[src/design/spdf_params.svh]
`ifndef SPDF_PARAMS_SVH
`define SPDF_PARAMS_SVH
// Clock rate and oversampling
`define SPDF_CLK_HZ 20000000
`define SPDF_OVS 16
// Reset values
`define SPDF_BAUD_RST 3'h5
`define SPDF_FMT_RST 2'h1
// Input buffer geometry and hold-off level
`define SPDF_FIFO_AW 7
`define SPDF_FULL_LVL 8'h64
// Frame: start, 8 payload bits, 2 stop bits
`define SPDF_FRAME_LAST 4'ha
`define SPDF_RX_LAST 4'h9
`define SPDF_MID_OVS 4'h7
// Special characters
`define SPDF_CC_CHAR 8'h03
`define SPDF_LF_CHAR 8'h0a
// Register offsets
`define SPDF_CTRL_OFS 8'h00
`define SPDF_STAT_OFS 8'h04
`define SPDF_TXD_OFS 8'h08
`define SPDF_RXD_OFS 8'h0c
`define SPDF_MODE_OFS 8'h10
// Field positions
`define SPDF_ARM_BIT 8
`define SPDF_LAST_BIT 8
`define SPDF_ERR_BIT 5
`endif

[src/design/spdf_pkg.sv]
package spdf_pkg;
  typedef enum logic [1:0] {SPDF_FMT_8N, SPDF_FMT_7E, SPDF_FMT_7O} spdf_fmt_t;
  typedef enum logic [1:0] {SPDF_LOCAL, SPDF_REMOTE, SPDF_LOCKOUT} spdf_mode_t;
  typedef enum logic {SPDF_TX_IDLE, SPDF_TX_SEND} spdf_tx_st_t;
  typedef enum logic {SPDF_RX_IDLE, SPDF_RX_SHIFT} spdf_rx_st_t;
  typedef struct packed {
    logic [2:0] baud;
    spdf_fmt_t fmt;
    spdf_mode_t mode;
    logic dph_v;
    logic dph_w;
    logic [7:0] dph_a;
    logic [31:0] rdat;
    logic tx_full;
    logic [7:0] tx_char;
    logic tx_last;
    spdf_tx_st_t tx_st;
    logic [10:0] tx_sh;
    logic [3:0] tx_os;
    logic [3:0] tx_bit;
    logic tx_end_last;
    logic txd;
    spdf_rx_st_t rx_st;
    logic [3:0] rx_os;
    logic [3:0] rx_bit;
    logic [9:0] rx_sh;
    logic [6:0] wp;
    logic [6:0] rp;
    logic [7:0] cnt;
    logic rx_err;
    logic armed;
    logic lf_seen;
    logic resp_hold;
    logic dtr;
    logic dev_clr;
  } spdf_port_st_t;
endpackage

[src/design/spdf_port.sv]
`timescale 1ns/100ps
`include "spdf_params.svh"
// Overview of operation
// - Rates 300 to 9600 baud selectable; 9600 after reset.
// - Formats 8 data no parity, 7 even (default), 7 odd.
// - Every frame starts with exactly one start bit.
// - Every frame ends with exactly two stop bits; the receiver checks only the first stop bit.
// - Frame spans start through last stop; rate and format as configured.
// - Ready drops at 100 buffered characters, returns when space frees.
// - Processed query plus line feed holds ready low until response sent.
// - Set-ready sampled before each character; false suspends output.
// - Ready held low while output is suspended by set-ready.
// - Break-in character aborts operation and discards pending output.
// - Local command makes every front-panel key work.
// - Remote command disables all keys except the local key.
// - Lockout command disables every key including local.
// - Carriage return plus line feed also terminates a command.
module spdf_port #(
  parameter int CLK_HZ = `SPDF_CLK_HZ
) (
  // Clock and reset
  input wire logic clk,
  input wire logic sys_rst,
  // AHB-Lite slave
  input wire logic hsel,
  input wire logic [31:0] haddr,
  input wire logic [1:0] htrans,
  input wire logic hwrite,
  input wire logic [2:0] hsize,
  input wire logic [31:0] hwdata,
  input wire logic hready,
  output logic hreadyout,
  output logic hresp,
  output logic [31:0] hrdata,
  // Serial line and handshake
  input wire logic rxd,
  output logic txd,
  output logic dtr,
  input wire logic dsr,
  // Instrument side
  output logic dev_clear,
  output logic keys_en,
  output logic local_key_en,
  output spdf_pkg::spdf_mode_t op_mode
);
  import spdf_pkg::*;

  spdf_port_st_t s;
  spdf_port_st_t n;
  logic os_tick;
  logic take;
  logic push;
  logic pop;
  logic rx_done;
  logic rx_bad;
  logic [7:0] rx_byte;
  logic [9:0] rx_fr;
  logic susp;
  logic arm_wr;
  logic clr_err;
  logic lf_now;
  logic arm;
  logic lfs;
  logic [7:0] mem_rdata;

  // Parity bit over seven data bits
  function automatic logic par_bit(input logic [6:0] d, input spdf_fmt_t f);
    return (f == SPDF_FMT_7O) ? ~^d : ^d;
  endfunction

  // Eleven-bit frame, sent from bit 0
  function automatic logic [10:0] tx_frame(input logic [7:0] c, input spdf_fmt_t f);
    logic b8;
    b8 = (f == SPDF_FMT_8N) ? c[7] : par_bit(c[6:0], f);
    return {2'b11, b8, c[6:0], 1'b0};
  endfunction

  spdf_baud_gen #(.CLK_HZ(CLK_HZ)) u_baud (
    .clk(clk),
    .sys_rst(sys_rst),
    .baud_sel(s.baud),
    .os_tick(os_tick)
  );

  spdf_rx_mem u_mem (
    .clk(clk),
    .sys_rst(sys_rst),
    .we(push),
    .waddr(s.wp),
    .wdata(rx_byte),
    .re(pop),
    .raddr(s.rp),
    .rdata(mem_rdata)
  );

  // Next-state logic for bus, transmitter, receiver and flow control
  always_comb begin
    n = s;
    n.dev_clr = 1'b0;
    push = 1'b0;
    pop = 1'b0;
    rx_done = 1'b0;
    arm_wr = 1'b0;
    clr_err = 1'b0;
    lf_now = 1'b0;
    rx_fr = {rxd, s.rx_sh[9:1]};
    rx_byte = (s.fmt == SPDF_FMT_8N) ? rx_fr[8:1] : {1'b0, rx_fr[7:1]};
    rx_bad = !rx_fr[9] || (s.fmt != SPDF_FMT_8N && rx_fr[8] != par_bit(rx_fr[7:1], s.fmt));
    susp = s.tx_st == SPDF_TX_IDLE && s.tx_full && !dsr;
    take = hsel && htrans[1] && hready;
    // Address phase: capture and read
    n.dph_v = take;
    n.dph_w = hwrite;
    n.dph_a = haddr[7:0];
    if (take && !hwrite) begin
      case (haddr[7:0])
        `SPDF_CTRL_OFS: n.rdat = {23'h0, s.armed, 3'h0, s.fmt, s.baud};
        `SPDF_STAT_OFS: n.rdat = {16'h0, s.cnt, s.armed, s.cnt == 8'h0, s.rx_err,
                                  s.resp_hold, s.tx_st == SPDF_TX_SEND, s.tx_full, dsr, s.dtr};
        `SPDF_RXD_OFS: begin
          n.rdat = {23'h0, s.cnt != 8'h0, 8'h0};
          pop = s.cnt != 8'h0;
        end
        `SPDF_MODE_OFS: n.rdat = {30'h0, s.mode};
        default: n.rdat = 32'h0;
      endcase
    end
    // Data phase: writes
    if (s.dph_v && s.dph_w) begin
      case (s.dph_a)
        `SPDF_CTRL_OFS: begin
          n.baud = hwdata[2:0];
          if (hwdata[4:3] != 2'h3) begin
            n.fmt = spdf_fmt_t'(hwdata[4:3]);
          end
          arm_wr = hwdata[`SPDF_ARM_BIT];
        end
        `SPDF_STAT_OFS: clr_err = hwdata[`SPDF_ERR_BIT];
        `SPDF_TXD_OFS: begin
          if (!s.tx_full) begin
            n.tx_full = 1'b1;
            n.tx_char = hwdata[7:0];
            n.tx_last = hwdata[`SPDF_LAST_BIT];
          end
        end
        `SPDF_MODE_OFS: begin
          case (hwdata[1:0])
            2'h0: n.mode = SPDF_LOCAL;
            2'h1: n.mode = SPDF_REMOTE;
            2'h2: n.mode = SPDF_LOCKOUT;
            default: n.mode = s.mode;
          endcase
        end
        default: n.mode = s.mode;
      endcase
    end
    // Transmitter
    case (s.tx_st)
      SPDF_TX_IDLE: begin
        n.txd = 1'b1;
        if (s.tx_full && dsr) begin
          n.tx_sh = tx_frame(s.tx_char, s.fmt);
          n.txd = 1'b0;
          n.tx_st = SPDF_TX_SEND;
          n.tx_os = 4'h0;
          n.tx_bit = 4'h0;
          n.tx_full = 1'b0;
          n.tx_end_last = s.tx_last;
        end
      end
      SPDF_TX_SEND: begin
        if (os_tick) begin
          n.tx_os = s.tx_os + 4'h1;
          if (s.tx_os == 4'hf) begin
            if (s.tx_bit == `SPDF_FRAME_LAST) begin
              n.tx_st = SPDF_TX_IDLE;
              n.txd = 1'b1;
              if (s.tx_end_last) begin
                n.resp_hold = 1'b0;
              end
            end else begin
              n.tx_bit = s.tx_bit + 4'h1;
              n.tx_sh = {1'b1, s.tx_sh[10:1]};
              n.txd = s.tx_sh[1];
            end
          end
        end
      end
      default: n.tx_st = SPDF_TX_IDLE;
    endcase
    // Receiver, sampling mid-bit
    case (s.rx_st)
      SPDF_RX_IDLE: begin
        if (os_tick && !rxd) begin
          n.rx_st = SPDF_RX_SHIFT;
          n.rx_os = 4'h1;
          n.rx_bit = 4'h0;
        end
      end
      SPDF_RX_SHIFT: begin
        if (os_tick) begin
          n.rx_os = s.rx_os + 4'h1;
          if (s.rx_os == `SPDF_MID_OVS) begin
            if (s.rx_bit == 4'h0 && rxd) begin
              n.rx_st = SPDF_RX_IDLE;
            end else if (s.rx_bit == `SPDF_RX_LAST) begin
              n.rx_st = SPDF_RX_IDLE;
              rx_done = 1'b1;
            end else begin
              n.rx_sh = rx_fr;
              n.rx_bit = s.rx_bit + 4'h1;
            end
          end
        end
      end
      default: n.rx_st = SPDF_RX_IDLE;
    endcase
    // Received character handling
    if (rx_done && !rx_bad && rx_byte == `SPDF_CC_CHAR) begin
      n.dev_clr = 1'b1;
      n.tx_full = 1'b0;
      n.tx_st = SPDF_TX_IDLE;
      n.txd = 1'b1;
      n.armed = 1'b0;
      n.lf_seen = 1'b0;
      n.resp_hold = 1'b0;
    end else if (rx_done && !rx_bad && s.cnt != 8'h80) begin
      push = 1'b1;
      lf_now = rx_byte == `SPDF_LF_CHAR;
    end
    n.rx_err = (s.rx_err && !clr_err) || (rx_done && (rx_bad || s.cnt == 8'h80));
    if (push) begin
      n.wp = s.wp + 7'h1;
    end
    if (pop) begin
      n.rp = s.rp + 7'h1;
    end
    n.cnt = s.cnt + {7'h0, push} - {7'h0, pop};
    // Query response hold, set wins over end-of-reply clear, break-in clear wins over set
    arm = (s.armed || arm_wr) && !n.dev_clr;
    lfs = (s.lf_seen || lf_now) && !n.dev_clr;
    if (arm && lfs) begin
      n.resp_hold = 1'b1;
      n.armed = 1'b0;
      n.lf_seen = 1'b0;
    end else begin
      n.armed = arm;
      n.lf_seen = lfs;
    end
    n.dtr = n.cnt < `SPDF_FULL_LVL && !n.resp_hold && !susp;
  end

  always_ff @(posedge clk or posedge sys_rst) begin
    if (sys_rst) begin
      s <= '0;
      s.baud <= `SPDF_BAUD_RST;
      s.fmt <= spdf_fmt_t'(`SPDF_FMT_RST);
      s.txd <= 1'b1;
    end else begin
      s <= n;
    end
  end

  // Port drive
  assign hreadyout = 1'b1;
  assign hresp = 1'b0;
  assign hrdata = (s.dph_a == `SPDF_RXD_OFS && s.rdat[8]) ? {s.rdat[31:8], mem_rdata} : s.rdat;
  assign txd = s.txd;
  assign dtr = s.dtr;
  assign dev_clear = s.dev_clr;
  assign keys_en = s.mode == SPDF_LOCAL;
  assign local_key_en = s.mode != SPDF_LOCKOUT;
  assign op_mode = s.mode;
endmodule

[src/design/spdf_baud_gen.sv]
`timescale 1ns/100ps
`include "spdf_params.svh"
module spdf_baud_gen #(
  parameter int CLK_HZ = `SPDF_CLK_HZ
) (
  // Clock and reset
  input wire logic clk,
  input wire logic sys_rst,
  // Rate select and oversample enable
  input wire logic [2:0] baud_sel,
  output logic os_tick
);
  typedef struct packed {
    logic [15:0] cnt;
    logic tick;
  } spdf_bg_st_t;

  spdf_bg_st_t s_reg;
  spdf_bg_st_t s_next;

  // Clocks per oversample tick for a rate code
  function automatic logic [15:0] baud_div(input logic [2:0] sel);
    int rate;
    case (sel)
      3'h0: rate = 300;
      3'h1: rate = 600;
      3'h2: rate = 1200;
      3'h3: rate = 2400;
      3'h4: rate = 4800;
      default: rate = 9600;
    endcase
    return 16'(CLK_HZ / (`SPDF_OVS * rate));
  endfunction

  // Divider reloads on reaching the rate count
  always_comb begin
    s_next = s_reg;
    s_next.tick = 1'b0;
    if (s_reg.cnt + 16'h1 >= baud_div(baud_sel)) begin
      s_next.cnt = 16'h0;
      s_next.tick = 1'b1;
    end else begin
      s_next.cnt = s_reg.cnt + 16'h1;
    end
  end

  always_ff @(posedge clk or posedge sys_rst) begin
    if (sys_rst) begin
      s_reg <= '0;
    end else begin
      s_reg <= s_next;
    end
  end

  assign os_tick = s_reg.tick;
endmodule

[src/design/spdf_rx_mem.sv]
`timescale 1ns/100ps
`include "spdf_params.svh"
module spdf_rx_mem (
  // Clock and reset
  input wire logic clk,
  input wire logic sys_rst,
  // Write side
  input wire logic we,
  input wire logic [`SPDF_FIFO_AW-1:0] waddr,
  input wire logic [7:0] wdata,
  // Read side, data held until next read
  input wire logic re,
  input wire logic [`SPDF_FIFO_AW-1:0] raddr,
  output logic [7:0] rdata
);
  typedef struct packed {
    logic [(1<<`SPDF_FIFO_AW)-1:0][7:0] mem;
    logic [7:0] rd;
  } spdf_mem_st_t;

  spdf_mem_st_t s_reg;
  spdf_mem_st_t s_next;

  // Store and registered fetch
  always_comb begin
    s_next = s_reg;
    if (we) begin
      s_next.mem[waddr] = wdata;
    end
    if (re) begin
      s_next.rd = s_reg.mem[raddr];
    end
  end

  always_ff @(posedge clk or posedge sys_rst) begin
    if (sys_rst) begin
      s_reg <= '0;
    end else begin
      s_reg <= s_next;
    end
  end

  assign rdata = s_reg.rd;
endmodule

[config.mk]
export PLATFORM = sky130hd
export DESIGN_NAME = spdf_port
export DESIGN_NICKNAME = d
export VERILOG_FILES = /design/src/design/spdf_pkg.sv /design/src/design/spdf_port.sv /design/src/design/spdf_baud_gen.sv /design/src/design/spdf_rx_mem.sv
export VERILOG_INCLUDE_DIRS = /design/src /design/src/design
export SDC_FILE = /design/constraint.sdc
export NUM_CORES = 2
export LEC_CHECK = 0
export BUFFER_PORTS_ARGS = -buffer_cell sky130_fd_sc_hd__buf_2
export CORE_UTILIZATION = 52
export CTS_CLUSTER_DIAMETER = 100
export DETAILED_ROUTE_END_ITERATION = 12
export HOLD_SLACK_MARGIN = 0.1
export PLACE_DENSITY = 0.69
export SYNTH_ARGS = -nofsm -noshare
export SYNTH_HDL_FRONTEND = slang
export SYNTH_SLANG_ARGS = --single-unit
[constraint.sdc]
create_clock -name clk -period 68.2 [get_ports clk]
set_clock_uncertainty 0.05 [all_clocks]
set_input_delay 6.82 -clock clk [delete_from_list [all_inputs] [get_ports clk]]
set_output_delay 6.82 -clock clk [all_outputs]
set_load 0.02 [all_outputs]
==> metrics.yaml <==
route:
  vias: 48500
  drt-total-wl_um: 174000
  viasPerCell: 6.28
  antenna_left: 0
  drc: 0
  post_drt_wl_per_cell_um: 22.5
  drtPass1Iterations: 6
  drt_iter0_drc: 4499
clock_network:
  cts_made_buffers: 110
  cts_tree: "done"
  cts_buffer_depth: 3
  cts.sinks: 1158
  clkTransAtPathRegs_ns: 0.06
  insertion_delay_ns: 0.73
  cts_hold_buf: 0
  cts_resized: 0
  postCtsSetupRepairBufs: 0
  cts_root_buf: "clkbuf_16"
  h-tree-depth: 3
place:
  dp.final_hpwl_um: 116000
  place.gp.congestion: 0.886
  pre_cts_ws_ns: 12.98
  port_buffers: 47
  dpl-instance-area_um2: 67600
  placedCellCount: 7515
sta:
  setup_viol: 0
  rsz0062_at_grt: "false"
  fin_hold_ws_ns: 0.423
  final.min_clock_period_ns: 56.29
  finalCritPeriodShare_pct: 82.5
  tightest_slew_ns: 1.29
  timing.final.ws_setup_ns: 11.91
  max_slew_margin_pct: 13.9
  fmax_mhz: 17.8
  setup_tns_ns: 0
  slew_violations: 0
  hold_viol: 0
finish:
  largest_reg_flops: 1024
  areaGrowthSynthToFinish_pct: 8.11
  stdcell_count: 7723
  drive_gt1_share_pct: 21.9
  nets: 6263
  fin_area_um2: 71800
  antenna_cells: 0
pwr:
  ir_drop_mv: 0.0471
  power.density_nw_per_um2: 31.0
  p_leak_nw: 32.1
yosys:
  avgSynthCellArea_um2: 10.8
  ys_async_sr_fraction_pct: 100
  yosysSeqAreaShare_pct: 43.7
  ys_warn_count: 0
  synth_cells: 6151
  synth_seq_cells: 1158
  yosysUniqueCellTypes: 138
  yosys_most_used_dff: "dfrtp_1"
  synth_edf_count: 0
  synth.cell_area_um2: 66400
global_route:
  grt_pass1_vias: 48000
  antenna_found_initial: 0
  grt_max_degree: 190
  overflow: 0
  grt_pass1_wl_um: 277000
  grtUsageTotal_pct: 26.9
die:
  rows: 130
  ios: 117
  die_x_um: 359
  die_h_um: 359
  die_area_um2: 129000
  start_util_pct: 52.7
  coreArea_um2: 126000
worst_setup_path:
  cp_max_fo: 28
  cp-start-kind: "register"
  cpMostUsedCell: "a21oi_1"
  cpMaxStageDelayCell: "nand2_1"
  end_kind: "register"
  critPathArrivalTime_ns: 56.88
  crit_path_max_incr_delay_ns: 0.70
  crit_type: "reg2reg"
  required_ns: 68.79
hold_path:
  hold_class: "reg2reg"
run:
  drv_cap: 0
status:
  status: "complete, no violations"
cells in the final DEF (no fill, tap or decap), types with 22 or more instances in the layout:
cell type  netlist  layout
dfrtp_1       1154    1148
nand2_1        880     879
o21ai_0        716     715
mux2_2         541     541
mux4_2         336     336
nor2_1         294     294
a21oi_1        233     232
ha_1           209     209
xnor2_1        122     122
clkbuf_16        0     110
nand3_1         90      90
inv_1           82      81
a21o_1          79      79
buf_4           33      63
nor3_1          56      55
xor2_1          53      53
nor2b_1         52      52
a31oi_1         51      51
mux2i_1         50      50
nand2b_1        49      49
buf_2           22      47
o21a_1          34      34
and3_1          33      33
nand4_1         32      32
and2_1          31      31
or3_1           30      30
nor4_1          29      29
o31ai_1         27      27
bufinv_16        0      26
a211oi_1        23      23
conb_1           2      23
clkinv_2         1      22
where the power goes:
part	switching [mW]	leakage [nW]	internal (mW)	total, mW
Combinational	0.521	14.1	0.313	0.835
Clock	0.278	2.02	0.417	0.695
Sequential	0.00401	16.0	0.692	0.696
worst max-delay path, delay by kind of cell, from the launching register on:
family | cells | cell delay (ns)
AO/OA/AOI/OAI | 103 | 20.89
AND/OR/NAND/NOR | 95 | 20.03
XOR/XNOR | 1 | 0.25
flip-flops | 1 | 0.51
buffers and inverters | 19 | 5.83
multiplexers | 3 | 1.27
adder cells (fa/ha/maj) | 22 | 7.16
metal layers:
layer / part of all wire [%] / GRT usage (%)
met5: 0 / 0
met4: 2.3 / 6.58
met3: 6.3 / 4.03
met2: 46 / 42.5
met1: 45 / 39.2
synthesized netlist by cell type (15+ instances only):
| library cell | count | area [um^2] |
|---|---|---|
| buf_2 | 22 | 110 |
| clkbuf_1 | 306 | 1150 |
| a21oi_1 | 233 | 1170 |
| nand3_1 | 90 | 450 |
| or2_2 | 18 | 113 |
| nor3_1 | 56 | 280 |
| nor4_1 | 29 | 181 |
| nand2b_1 | 49 | 307 |
| buf_4 | 33 | 248 |
| a211oi_1 | 23 | 173 |
| o31ai_1 | 27 | 203 |
| nand2_1 | 880 | 3300 |
| a21o_1 | 79 | 593 |
| xnor2_1 | 122 | 1070 |
| o21bai_1 | 18 | 135 |
| o21ai_1 | 17 | 85.1 |
| inv_1 | 82 | 308 |
| nand4_1 | 32 | 200 |
| and3_1 | 33 | 206 |
| or4_1 | 15 | 113 |
| dfrtp_1 | 1154 | 28900 |
| nor3b_1 | 17 | 128 |
| mux2_2 | 541 | 6090 |
| nor2b_1 | 52 | 325 |
| mux2i_1 | 50 | 500 |
| nor2_1 | 294 | 1100 |
| mux4_2 | 336 | 7570 |
| and2_1 | 31 | 194 |
| buf_1 | 55 | 206 |
| o211ai_1 | 19 | 143 |
| ha_1 | 209 | 2620 |
| or3_1 | 30 | 188 |
| o21ai_0 | 716 | 3580 |
| o21a_1 | 34 | 255 |
| xor2_1 | 53 | 464 |
| a31oi_1 | 51 | 319 |
worst paths after layout:
kind | start | endpoint | slack, ns | cells past startpoint
max in group asynchronous | sys_rst | u_mem.s_reg[713]$_DFFE_PP0P_ | 57.82 | 6
worst max-delay path | s[127]$_DFFE_PP1P_ | u_baud.s_reg[15]$_DFF_PP0_ | 11.91 | 243
worst max register to register | s[127]$_DFFE_PP1P_ | u_baud.s_reg[15]$_DFF_PP0_ | 11.91 | 243
min in group asynchronous | sys_rst | u_mem.s_reg[43]$_DFFE_PP0P_ | 6.18 | 2
worst min-delay path | s[67]$_DFFE_PP0P_ | s[67]$_DFFE_PP0P_ | 0.42 | 1
worst min register to register | s[67]$_DFFE_PP0P_ | s[67]$_DFFE_PP0P_ | 0.42 | 1
stage by stage:
stage	util [%]	total power, mW
2_1_floorplan	-	1.36
3_3_place_gp	53.6	1.51
3_5_place_dp	53.6	1.52
4_1_cts	56.9	2.22
5_1_grt	56.9	2.34
6_report	56.9	2.23
logic make-up after synthesis:
logic type / after synthesis / synth area share [%]
adder cells (fa/ha/maj): 210 / 3.97
AO/OA/AOI/OAI: 1418 / 13.1
flip-flops: 1158 / 43.7
other: 2 / 0.0113
AND/OR/NAND/NOR: 1729 / 12.3
XOR/XNOR: 177 / 2.36
multiplexers: 932 / 21.4
buffers and inverters: 525 / 3.26
area by class of cell:
type                    count  area [um^2]
clock buffers             142         3060
clock inverters            66         1090
fillers                 10400        54300
inverters                 104          402
multi-input cells        4489        35400
flip-flops and latches   1158        29000
well taps                1650         2060
repair buffers            114          788
Note: power is estimated with default switching activity, not from simulation.
